[src/rtl/flash_lock_pkg.sv]
package flash_lock_pkg;

    // Register addresses on the peripheral bus.
    localparam logic [31:0] PIN_MON_ADDR   = 32'hFFA1_0000;
    localparam logic [31:0] ACC_STAT_ADDR  = 32'hFFA1_0010;

    // Field positions.
    localparam int          WE_MON_BIT     = 7;
    localparam int          CODE_ERR_BIT   = 7;
    localparam int          LOCK_BIT       = 4;
    localparam int          DATA_ERR_BIT   = 3;

    // Reset values.
    localparam logic [7:0]  PIN_MON_RESET  = 8'h00;
    localparam logic [7:0]  ACC_STAT_RESET = 8'h00;
    localparam logic [7:0]  RDATA_RESET    = 8'h00;

    // Area selects and reserved-area lower limits.
    localparam logic [7:0]  AREA_USER      = 8'h00;
    localparam logic [7:0]  AREA_EXT_USER  = 8'h02;
    localparam logic [23:0] USER_LIMIT     = 24'h20_0000;
    localparam logic [23:0] EXT_USER_LIMIT = 24'h00_8000;

    typedef enum logic [1:0] {
        MODE_READ,
        MODE_CODE_PE,
        MODE_DATA_PE
    } mode_e;

    typedef enum logic [1:0] {
        CMD_OTHER,
        CMD_STATUS_CLEAR,
        CMD_FORCED_STOP
    } cmd_e;

endpackage

[src/rtl/pin_sync.sv]
`timescale 1ns/1ps
`default_nettype none

module pin_sync (
    input  wire logic sys_clk_i,
    input  wire logic rst_n_i,
    input  wire logic async_i,
    output var  logic sync_o
);

    typedef struct packed {
        logic meta;
        logic sync;
    } sync_s;

    sync_s cur_r;
    sync_s cur_nxt;

    always_comb
    begin
        cur_nxt.meta = async_i;
        cur_nxt.sync = cur_r.meta;
    end

    always_ff @(posedge sys_clk_i or negedge rst_n_i)
    begin
        if (!rst_n_i)
        begin
            cur_r <= '0;
        end
        else
        begin
            cur_r <= cur_nxt;
        end
    end

    assign sync_o = cur_r.sync;

endmodule

`default_nettype wire

[src/rtl/cmd_addr_check.sv]
`timescale 1ns/1ps
`default_nettype none

module cmd_addr_check (
    input  wire logic [7:0]  area_sel_i,
    input  wire logic [23:0] start_addr_i,
    output var  logic        reserved_o
);

    always_comb
    begin
        reserved_o = 1'b0;
        if (area_sel_i == flash_lock_pkg::AREA_USER &&
            start_addr_i >= flash_lock_pkg::USER_LIMIT)
        begin
            reserved_o = 1'b1;
        end
        if (area_sel_i == flash_lock_pkg::AREA_EXT_USER &&
            start_addr_i >= flash_lock_pkg::EXT_USER_LIMIT)
        begin
            reserved_o = 1'b1;
        end
    end

endmodule

`default_nettype wire

[src/rtl/flash_access_error_lock.sv]
// Notes on behaviour
// - Pin monitor register is read-only, 8-bit; writes do nothing.
// - Pin monitor bit 7 follows the sampled flash mode pin level.
// - Monitor bit 0 refuses entry to code flash program/erase mode; 1 allows.
// - Access status bits 6 and 5 read reset value; software writes it back.
// - Any code, lock or data error flag set means command lock.
// - Code area error flag setting also sets illegal-operation flag and locks.
// - Code P/E, area 00, address 20_0000 to FF_FFFF sets code error flag.
// - Code P/E, area 02, address from 00_8000 sets code error flag.
// - Error flag clears by writing 0 after reading 1; writing 1 never sets.
// - Command-lock flag sets when the command interface detects an error.
// - Lock clears when status-clear/forced-stop starts with both error flags 0.
// - Command-lock flag reads 1 exactly while the sequencer is locked.
// - Data area error flag at bit 3, set by data P/E misaddressing.
`timescale 1ns/1ps
`default_nettype none

module flash_access_error_lock (
    input  wire logic                         sys_clk_i,
    input  wire logic                         rst_n_i,
    input  wire logic                         flash_mode_pin_i,
    input  wire logic [31:0]                  reg_addr_i,
    input  wire logic                         reg_rd_i,
    input  wire logic                         reg_wr_i,
    input  wire logic [7:0]                   reg_wdata_i,
    output var  logic [7:0]                   reg_rdata_o,
    input  wire logic                         mode_req_i,
    input  wire flash_lock_pkg::mode_e        mode_sel_i,
    input  wire logic                         cmd_valid_i,
    input  wire flash_lock_pkg::cmd_e         cmd_kind_i,
    input  wire logic [7:0]                   code_area_select_i,
    input  wire logic [23:0]                  command_start_address_i,
    input  wire logic                         data_area_fault_i,
    input  wire logic                         interface_fault_i,
    output var  logic                         write_enable_monitor_o,
    output var  flash_lock_pkg::mode_e        pe_mode_o,
    output var  logic                         mode_refused_o,
    output var  logic                         cmd_start_o,
    output var  flash_lock_pkg::cmd_e         cmd_kind_o,
    output var  logic                         command_lock_flag_o,
    output var  logic                         illegal_operation_flag_o
);

    typedef struct packed {
        flash_lock_pkg::mode_e mode;
        logic                  code_err;
        logic                  data_err;
        logic                  lock;
        logic                  ilgl;
        logic                  arm_c;
        logic                  arm_d;
        logic [7:0]            rdata;
        logic                  start;
        flash_lock_pkg::cmd_e  kind;
        logic                  refused;
    } state_s;

    state_s cur_r;
    state_s cur_nxt;

    logic we_mon;
    logic addr_reserved;
    logic is_exit;
    logic cmd_ok;
    logic addr_fault;
    logic set_c;
    logic set_d;
    logic sel_pin;
    logic sel_stat;

    ////////////////////////////////////////////////////////////////////////////

    pin_sync u_pin_sync (
        .sys_clk_i (sys_clk_i),
        .rst_n_i   (rst_n_i),
        .async_i   (flash_mode_pin_i),
        .sync_o    (we_mon)
    );

    cmd_addr_check u_cmd_addr_check (
        .area_sel_i   (code_area_select_i),
        .start_addr_i (command_start_address_i),
        .reserved_o   (addr_reserved)
    );

    ////////////////////////////////////////////////////////////////////////////

    function automatic logic [7:0] stat_word(input state_s s);
        logic [7:0] w;
        w = flash_lock_pkg::ACC_STAT_RESET;
        w[flash_lock_pkg::CODE_ERR_BIT] = s.code_err;
        w[flash_lock_pkg::LOCK_BIT] = s.lock;
        w[flash_lock_pkg::DATA_ERR_BIT] = s.data_err;
        return w;
    endfunction

    always_comb
    begin
        cur_nxt = cur_r;
        cur_nxt.start = 1'b0;
        cur_nxt.refused = 1'b0;
        sel_pin = reg_addr_i == flash_lock_pkg::PIN_MON_ADDR;
        sel_stat = reg_addr_i == flash_lock_pkg::ACC_STAT_ADDR;
        is_exit = cmd_kind_i == flash_lock_pkg::CMD_STATUS_CLEAR ||
                  cmd_kind_i == flash_lock_pkg::CMD_FORCED_STOP;
        cmd_ok = cmd_valid_i && (!cur_r.lock || is_exit);
        addr_fault = cmd_ok && !is_exit && addr_reserved &&
                     cur_r.mode == flash_lock_pkg::MODE_CODE_PE;
        set_c = addr_fault;
        set_d = data_area_fault_i && cur_r.mode == flash_lock_pkg::MODE_DATA_PE;

        // Reads return the register image one cycle later; status reads arm the clear of a flag read as 1.
        if (reg_rd_i)
        begin
            cur_nxt.rdata = flash_lock_pkg::RDATA_RESET;
            if (sel_pin)
            begin
                cur_nxt.rdata = flash_lock_pkg::PIN_MON_RESET;
                cur_nxt.rdata[flash_lock_pkg::WE_MON_BIT] = we_mon;
            end
            else if (sel_stat)
            begin
                cur_nxt.rdata = stat_word(cur_r);
                cur_nxt.arm_c = cur_r.arm_c | cur_r.code_err;
                cur_nxt.arm_d = cur_r.arm_d | cur_r.data_err;
            end
        end

        // Only the status register takes writes; the pin monitor ignores them.
        if (reg_wr_i && sel_stat)
        begin
            if (!reg_wdata_i[flash_lock_pkg::CODE_ERR_BIT] && cur_r.arm_c)
            begin
                cur_nxt.code_err = 1'b0;
                cur_nxt.arm_c = 1'b0;
            end
            if (!reg_wdata_i[flash_lock_pkg::DATA_ERR_BIT] && cur_r.arm_d)
            begin
                cur_nxt.data_err = 1'b0;
                cur_nxt.arm_d = 1'b0;
            end
        end

        if (mode_req_i)
        begin
            if (mode_sel_i == flash_lock_pkg::MODE_CODE_PE && !we_mon)
            begin
                cur_nxt.refused = 1'b1;
            end
            else
            begin
                cur_nxt.mode = mode_sel_i;
            end
        end

        if (cmd_ok && !addr_fault)
        begin
            cur_nxt.start = 1'b1;
            cur_nxt.kind = cmd_kind_i;
        end

        // Exit needs both error flags already clear.
        if (cmd_ok && is_exit && !cur_r.code_err && !cur_r.data_err)
        begin
            cur_nxt.lock = 1'b0;
            cur_nxt.ilgl = 1'b0;
        end

        // New errors win over any clear in the same cycle.
        if (set_c)
        begin
            cur_nxt.code_err = 1'b1;
            cur_nxt.ilgl = 1'b1;
        end
        if (set_d)
        begin
            cur_nxt.data_err = 1'b1;
            cur_nxt.ilgl = 1'b1;
        end
        if (set_c || set_d || interface_fault_i)
        begin
            cur_nxt.lock = 1'b1;
        end
    end

    always_ff @(posedge sys_clk_i or negedge rst_n_i)
    begin
        if (!rst_n_i)
        begin
            cur_r <= '0;
        end
        else
        begin
            cur_r <= cur_nxt;
        end
    end

    ////////////////////////////////////////////////////////////////////////////

    assign reg_rdata_o = cur_r.rdata;
    assign write_enable_monitor_o = we_mon;
    assign pe_mode_o = cur_r.mode;
    assign mode_refused_o = cur_r.refused;
    assign cmd_start_o = cur_r.start;
    assign cmd_kind_o = cur_r.kind;
    assign command_lock_flag_o = cur_r.lock;
    assign illegal_operation_flag_o = cur_r.ilgl;
endmodule

`default_nettype wire

[config.mk]
export PLATFORM = sky130hd
export DESIGN_NAME = flash_access_error_lock
export DESIGN_NICKNAME = d
export VERILOG_FILES = /design/src/rtl/flash_lock_pkg.sv /design/src/rtl/pin_sync.sv /design/src/rtl/cmd_addr_check.sv /design/src/rtl/flash_access_error_lock.sv
export SDC_FILE = /design/constraint.sdc
export NUM_CORES = 1
export LEC_CHECK = 0
export ABC_AREA = 0
export ABC_CLOCK_PERIOD_IN_PS = 1430
export BUFFER_PORTS_ARGS = -buffer_cell sky130_fd_sc_hd__buf_2
export CAP_MARGIN = 20
export CELL_PAD_IN_SITES_DETAIL_PLACEMENT = 1
export CELL_PAD_IN_SITES_GLOBAL_PLACEMENT = 2
export CORE_AREA = 2 2 83 85
export CTS_CLUSTER_SIZE = 40
export DETAILED_ROUTE_END_ITERATION = 8
export DIE_AREA = 0 0 85 87
export HOLD_SLACK_MARGIN = 0.05
export PLACE_DENSITY_LB_ADDON = 0.05
export SYNTH_ARGS = -nofsm -noshare
export SYNTH_HDL_FRONTEND = slang
export SYNTH_SLANG_ARGS = --single-unit
export TNS_END_PERCENT = 5
[constraint.sdc]
create_clock -name sys_clk_i -period 1.43 [get_ports sys_clk_i]
set_clock_uncertainty 0.2 [all_clocks]
set_input_delay 0.286 -clock sys_clk_i [delete_from_list [all_inputs] [get_ports sys_clk_i]]
set_output_delay 0.286 -clock sys_clk_i [all_outputs]
set_load 0.01 [all_outputs]
# Word level (Yosys, flattened, before mapping)

Cells that the tools add are included.

Flip-flop bits (word level): 22
Input port bits: 85
Output and inout bits: 17
Word-level logic and storage cells: 84

Magnitude comparators: 2
Equality and inequality tests: 8
Muxes and demuxes: 21
Bitwise gates (word level): 3
Reduce and logical (&&, ||, !) cells: 37

Operator list:

| operator                                                                               | number |
|---|---|
| 32-bit equality test (second input constant)                                           | 2 |
| 24-bit by 16-bit greater-or-equal comparator with 1-bit output (second input constant) | 1 |
| 24-bit by 22-bit greater-or-equal comparator with 1-bit output (second input constant) | 1 |
| 10-bit 2-to-1 mux                                                                      | 2 |
| 1-bit logical AND                                                                      | 15 |
| 1-bit 2-to-1 mux                                                                       | 13 |
| 2-bit nonzero test                                                                     | 5 |
| 8-bit by 2-bit equality test with 1-bit output (second input constant)                 | 1 |
| 1-bit logical NOT                                                                      | 8 |
| 8-bit logical NOT                                                                      | 1 |
| 2-bit 2-to-1 mux                                                                       | 4 |
| 8-bit 2-to-1 mux                                                                       | 1 |
| 2-bit by 1-bit equality test with 1-bit output (second input constant)                 | 3 |
| 2-bit AND reduction                                                                    | 3 |
| 2-bit equality test (second input constant)                                            | 2 |
| 1-bit logical OR                                                                       | 4 |
| 3-bit 2-to-1 mux                                                                       | 1 |
| 3-bit nonzero test                                                                     | 1 |
| 1-bit bitwise OR                                                                       | 2 |
| 1-bit NOT                                                                              | 1 |

# Logic depth before layout (Yosys ltp)

Gate-level depths: netlist of the first run.

Depth in word-level cells: 10
Mapped depth: 5
Mapped depth without buffers: 5

# Cells and area by module

Synthesis of the first run repeated with hierarchy kept, for this count alone.

Cell total of the unflattened synthesis: 98
Area, all modules: 974.7 um^2

Modules (own cells, without submodules):

| module                  | instances | cells each | area each (um^2) | seq. area each (um^2) |
|---|---|---|---|---|
| flash_access_error_lock | 1         | 89         | 879.6            | 375.4 |
| pin_sync                | 1         | 2          | 50.0             | 50.0 |
| cmd_addr_check          | 1         | 7          | 45.0             | 0.0 |

# Worst setup path before layout of the first run

Ideal clock, no wire load.

Path type: input port to flip-flop
Start: input reg_addr_i[10]
End: register cur_r[17] (netlist bit)
Setup time: 0.118 ns
Arrival time: 1.407 ns
Required time: 1.112 ns
Slack: -0.295 ns
Stages: 5
Buffers on the path: 0
Cells stage by stage: nor4_2 -> nand4_2 -> nor4_4 -> nand4_1 -> a21o_1

Cells in the longest elaborated chain, start to end: 4

RTL lines:

| what                                 | line                           | source |
|---|---|---|
| start, declared                      | flash_access_error_lock.sv:22  | `input wire logic [31:0] reg_addr_i,` |
| 32-bit equality test                 | flash_access_error_lock.sv:103 | `sel_stat = reg_addr_i == flash_lock_pkg::ACC_STAT_ADDR;` |
| 1-bit logical AND                    | flash_access_error_lock.sv:130 | `if (reg_wr_i && sel_stat)` |
| 2-bit nonzero test (no source line)  | -                              |  |
| 2-bit AND reduction (no source line) | -                              |  |
| end signal, assigned                 | flash_access_error_lock.sv:194 | `cur_r <= cur_nxt;` |
| end, declared                        | flash_access_error_lock.sv:58  | `state_s cur_r;` |

No other way between the ends.
A chain may end at the register's enable or synchronous reset.

# Worst setup path in the final report of the first run

Start: register cur_r, in the netlist pe_mode_o[1]
End: register cur_r, in the netlist cmd_kind_o[0]

Cells in the longest elaborated chain, start to end: 4

RTL lines:

| what                                           | line                           | source |
|---|---|---|
| 2-bit by 1-bit equality test with 1-bit output | flash_access_error_lock.sv:108 | `cur_r.mode == flash_lock_pkg::MODE_CODE_PE;` |
| 1-bit logical AND                              | flash_access_error_lock.sv:107 | `addr_fault = cmd_ok && !is_exit && addr_reserved &&` |
| 1-bit logical NOT                              | flash_access_error_lock.sv:156 | `if (cmd_ok && !addr_fault)` |
| 1-bit logical AND                              | flash_access_error_lock.sv:156 |  |

No other way between the ends.

==> impl_metrics.json, run 1 <==
{
  "drtIter0Drc": 5,
  "cp_data_required_time_ns": 1.37,
  "synth_area_per_cell_um2": 10.2,
  "antenna_cells": 0,
  "cts_tree": "built",
  "reg2reg_slack_ns": -0.19,
  "seqCellArea_um2": 425,
  "overflow": 0,
  "synth-edff-count": 0,
  "hpwl_mm": 2.99,
  "path_max_fanout": 3,
  "synth_cells": 100,
  "clockBufferDepth": 2,
  "use_met2_pct": 18.2,
  "min_path_type": "input pin to flip-flop",
  "drc_errors": 0,
  "violations": "negative setup slack",
  "placed_cell_area_um2": 1520,
  "slew_viol_final": 0,
  "die-height_um": 87,
  "ios": 102,
  "grt_pass1_wl_mm": 5.64,
  "busiest_layer": "met2",
  "rr_startpoint": "pe_mode_o[1]",
  "path_buf_inv": 0,
  "synth_common_cells": "17 x dfrtp_1, 12 x buf_4, 7 x nor2_1",
  "rr_endpoint": "cmd_kind_o[0]",
  "async_flop_share_pct": 100,
  "fin_ws_ns": -0.185,
  "multiInputGateArea_um2": 567,
  "first_pass_iters": 2,
  "grt_max_degree": 18,
  "nNetsFinal": 270,
  "synth_top_area_cell": "dfrtp_1",
  "clk_latency_ns": 0.25,
  "leakage_nw": 0.837,
  "fin_tns_setup_ns": -1.14,
  "start_kind": "flip-flop",
  "wl_per_cell_um": 13.4,
  "synth_area_leaders": "dfrtp_1 42%, buf_4 8.8%, nor4b_4 4.7%",
  "fillerInstances": 788,
  "grtUsageMet1_pct": 11.1,
  "rows": 30,
  "cellPowerDensity_nw_per_um2": 710,
  "period_needed_ns": 1.62,
  "die_x_um": 85,
  "critical_path_depth": 5,
  "crit_end": "cmd_kind_o[0]",
  "synth_warnings": 0,
  "dieArea_um2": 7400,
  "use_met3_pct": 1.33,
  "period_share_pct": 113,
  "ys_types": 35,
  "hold_slack_ns": 0.0716,
  "io_buffers": 75,
  "ir_drop_mv": 0.248,
  "ctsRootBufferMaster": "clkbuf_8",
  "cts_buffers": 3,
  "fmaxAchievable_mhz": 619,
  "final_layout_size_suffix_gt1_share_pct": 57.6,
  "crit_slowest_cell": "dfrtp_1",
  "num_vias": 1073,
  "cts_setup_buffers": 0,
  "synth_area_um2": 1020,
  "synth.most_common_cell": "dfrtp_1",
  "arrival_ns": 1.55,
  "track_usage_pct": 9.53,
  "routed_via_density": 4.06,
  "crit_chain": "nor2b_1 > nand4_1 > nor4_4 > nor2_2 > mux2_4",
  "end_kind": "flip-flop",
  "path_class": "flip-flop to flip-flop",
  "cpPeakStageDelay_ns": 0.41,
  "final_cells": 264,
  "rsz0062_at_grt": "true",
  "antenna_found_initial": 0,
  "core_area_um2": 6570,
  "wl_mm": 3.53,
  "gp_congestion": 0.699,
  "clkTransAtPathRegs_ns": 0.07,
  "max-cap-violations": 0,
  "grt_pass1_vias": 1197,
  "crit_start": "pe_mode_o[1]",
  "setup_viol": 11,
  "synth_flop_cell": "dfrtp_1",
  "yosysSeqAreaShare_pct": 41.7,
  "synth_top_area_share_pct": 41.7,
  "final-hold-violation-count": 0,
  "crit_family": "simple AND/OR/NAND/NOR gates",
  "reg2reg_depth": 5,
  "initial_utilization_pct": 15.5,
  "areaGrowthSynthToFinish_pct": 65.2,
  "yosys_register_bits": 17,
  "htreeDepth": 1,
  "ant_nets": 0,
  "total_power_mw": 1.20,
  "status": "complete, but fails checks",
  "place_inst": 256,
  "clock-sinks": 17,
  "fin_area_um2": 1680
}
[final cells by class]
class                   count  area share (%)
clock buffers               4            2.67
flip-flops and latches     17            25.3
multi-input cells          70            33.7
well taps                  80            5.94
inverters                   5            1.11
repair buffers             88            31.4
[registers in the layout, indices dropped and copies added (netlist names)]
name / cells
cur_r: 4
reg_rdata_o: 3
cmd_kind_o: 2
pe_mode_o: 2
cmd_start_o: 1
command_lock_flag_o: 1
illegal_operation_flag_o: 1
mode_refused_o: 1
u_pin_sync.cur_nxt: 1
u_pin_sync.sync_o: 1
[placed cells by master, fill, tap and decap left out, drive strengths merged, types with 3 or more instances in the layout]
| master | Yosys | layout |
|---|---|---|
| and3 | 3 | 3 |
| nor4b | 4 | 4 |
| nand4 | 6 | 6 |
| o21ai | 4 | 4 |
| nor3 | 6 | 6 |
| dfrtp | 17 | 17 |
| nand2 | 6 | 6 |
| nor4 | 7 | 7 |
| mux2 | 3 | 3 |
| clkbuf | 0 | 4 |
| nor2 | 7 | 7 |
| inv | 5 | 5 |
| dlygate4sd3 | 0 | 4 |
| buf | 12 | 84 |
| conb | 1 | 5 |
[kinds of logic after synthesis]
kind of cell | Yosys count | share of synthesized area [%]
AND/OR/NAND/NOR | 47 | 33.5
flip-flops | 17 | 41.7
buffers and inverters | 17 | 10.7
AO/OA/AOI/OAI | 13 | 8.71
multiplexers | 3 | 3.31
XOR/XNOR | 2 | 1.72
other | 1 | 0.368
[worst register-to-register path, delay by kind of cell (launching register included)]
family / cells / cell delay [ns]
simple gates: 4 / 0.60
flops: 1 / 0.41
mux: 1 / 0.31
[per-layer routing]
| layer | share of wire [%] | wire length [µm] |
|---|---|---|
| met5 | 0 | 0 |
| met4 | 1.6 | 57 |
| met3 | 5.3 | 187 |
| met2 | 54 | 1900 |
| met1 | 39 | 1390 |
[repair_timing]
| item | in CTS | in global routing |
|---|---|---|
| resized for setup | 4 | 11 |
| setup endpoints to repair | 12 | 14 |
| hold buffers | 4 | 0 |
| hold endpoints to repair | 20 | 0 |
| pin swaps | 1 | 4 |
[stage by stage]
stage               utilization (%)  worst slack (ns)
floorplan                         -            -0.179
finish                         25.6            -0.185
CTS                            24.6            -0.255
global route                   25.6            -0.287
detailed placement             23.1            -0.481
global placement               23.1            -0.451
[worst min path at each step]
stage / slack (ns) / endpoint / start / depth (start not counted)
2_1_floorplan: -0.21 / cmd_kind_o[0] / rst_n_i / 0
3_3_place_gp: 0.04 / reg_rdata_o[7] / rst_n_i / 1
3_5_place_dp: 0.05 / reg_rdata_o[7] / rst_n_i / 1
4_1_cts: 0.07 / mode_refused_o / mode_sel_i[0] / 3
5_1_grt: 0.08 / mode_refused_o / mode_sel_i[0] / 3
6_report: 0.07 / mode_refused_o / mode_sel_i[0] / 3
[power by group]
group	total, mW	internal (mW)	switching [mW]	leakage (nW)
Combinational	0.308	0.171	0.136	0.607
Clock	0.360	0.198	0.163	0.0228
Sequential	0.528	0.510	0.0186	0.207
Note: power is estimated with default switching activity, not from simulation.
==> inputs of run 2 (changes only) <==
--- a/config.mk
+++ b/config.mk
@@ -15,6 +15,7 @@
 export CTS_CLUSTER_SIZE = 40
 export DETAILED_ROUTE_END_ITERATION = 8
 export DIE_AREA = 0 0 85 87
+export GPL_TIMING_DRIVEN = 0
 export HOLD_SLACK_MARGIN = 0.05
 export PLACE_DENSITY_LB_ADDON = 0.05
 export SYNTH_ARGS = -nofsm -noshare
==> run 2 against run 1 <==
Net effect:
- the run still ends with negative setup slack left
- clock power grew 2%
- routed wire length grew 1.9%
- critical endpoint is now pe_mode_o[0]
- core utilization grew 1.4 points
- via count grew 3.2%
- largest power group unchanged
- final cell count grew 3.4%
- highest routed layer unchanged
- global-route usage grew 0.65 points
==> impl_metrics.json, run 2 (same netlist as run 1, synthesis figures left out) <==
{
  "arrival_ns": 1.15,
  "antenna_cells": 0,
  "fin_area_um2": 1780,
  "rows": 30,
  "end_kind": "output pin",
  "cpPeakStageDelay_ns": 0.41,
  "wl_mm": 3.60,
  "dieArea_um2": 7400,
  "start_kind": "flip-flop",
  "ctsRootBufferMaster": "clkbuf_8",
  "first_pass_iters": 2,
  "fmaxAchievable_mhz": 610,
  "io_buffers": 75,
  "grt_max_degree": 18,
  "leakage_nw": 0.884,
  "die-height_um": 87,
  "grt_pass1_vias": 1256,
  "clockBufferDepth": 2,
  "num_vias": 1107,
  "nNetsFinal": 279,
  "largest_register_ffs": 4,
  "clock-sinks": 17,
  "hold_slack_ns": 0.0642,
  "areaGrowthSynthToFinish_pct": 74.5,
  "ir_drop_mv": 0.286,
  "ios": 102,
  "path_max_fanout": 3,
  "cp_data_required_time_ns": 0.94,
  "status": "complete, but fails checks",
  "fin_ws_ns": -0.209,
  "antenna_found_initial": 0,
  "final_layout_size_suffix_gt1_share_pct": 61.7,
  "top_register": "cur_r",
  "path_class": "flip-flop to output pin",
  "core_area_um2": 6570,
  "drc_errors": 0,
  "period_share_pct": 115,
  "ant_nets": 0,
  "clkTransAtPathRegs_ns": 0.07,
  "routed_via_density": 4.05,
  "die_x_um": 85,
  "initial_utilization_pct": 15.5,
  "drtIter0Drc": 20,
  "mostFrequentLayoutCells": "70 x buf_2, 17 x buf_4, 16 x dfrtp_1",
  "cp_common_cell": "buf_4",
  "fillerInstances": 788,
  "grt_pass1_wl_mm": 5.97,
  "cts_tree": "built",
  "track_usage_pct": 10.2,
  "setup_viol": 12,
  "htreeDepth": 1,
  "max-cap-violations": 0,
  "gp_congestion": 0.710,
  "clk_latency_ns": 0.25,
  "wl_per_cell_um": 13.2,
  "slew_viol_final": 0,
  "hpwl_mm": 2.92,
  "crit_chain": "buf_6 > buf_4 > buf_4 > buf_2",
  "rsz0062_at_grt": "true",
  "placed_cell_area_um2": 1540,
  "final-hold-violation-count": 0,
  "crit_family": "buffers and inverters",
  "crit_slowest_cell": "dfrtp_1",
  "overflow": 0,
  "period_needed_ns": 1.64,
  "path_buf_inv": 4,
  "cts_buffers": 3,
  "fin_util_pct": 27.1,
  "min_path_type": "input pin to flip-flop",
  "cellPowerDensity_nw_per_um2": 699,
  "fin_tns_setup_ns": -1.42,
  "violations": "negative setup slack",
  "final_common_cell": "buf_2"
}
## run 2: changes by cell type in the layout (fill, tap and decap cells not counted), moves of 2 or more
cell and change:
buf_4 +10, nor4_1 -3, nor4_2 +3, buf_6 -2
## run 2: layout make-up
class                   instances  area (µm²)  area share [%]
repair buffers                 85         495            27.8
multi-input cells              70         603            33.9
flip-flops and latches         17         427            24.0
well taps                      80         100            5.63
clock buffers                   4        45.0            2.53
plain buffers                  12        90.1            5.06
inverters                       5        18.8            1.05
## run 2: tightest hold or removal path, delay by kind of cell
family        cells  cell delay, ns
buf+inv           1            0.10
simple gates      2            0.09
## run 2: final timing paths
kind                       slack (ns)                   from  cells after the start                 to
max reg2reg                     -0.21    command_lock_flag_o                      5      cmd_kind_o[0]
min reg2reg                      0.15  u_pin_sync.cur_nxt[0]                      0  u_pin_sync.sync_o
min                              0.06          mode_sel_i[0]                      3     mode_refused_o
max in group asynchronous        0.42                rst_n_i                      2       pe_mode_o[1]
min in group asynchronous        0.29                rst_n_i                      2          cur_r[12]
max                             -0.21           pe_mode_o[0]                      4       pe_mode_o[0]
## run 2: layer usage
layer  track usage, %  routed length, µm
met5                0                  0
met4             3.90                 57
met3             1.52                192
met2             19.2               1920
met1             11.5               1430
## run 2: through the flow
step | setup WS (ns) | total power, mW | std cells
global placement | -0.517 | 0.818 | 259
detailed placement | -0.535 | 0.826 | 259
finish | -0.209 | 1.24 | 273
global route | -0.313 | 1.32 | 273
CTS | -0.271 | 1.23 | 271
floorplan | -0.179 | 0.662 | 104
## run 2: report_power, final
group	switching, mW	leakage (nW)	internal [mW]
sequential	0.0202	0.206	0.510
combinational	0.146	0.655	0.199
clock	0.170	0.0228	0.198
## run 2: what timing repair did
item / CTS / global route
buffers inserted: 4 / 2
hold endpoints to repair: 20 / 0
setup endpoints to repair: 14 / 14
resized for setup: 3 / 17
hold buffers: 4 / 0
pin swaps: 3 / 5
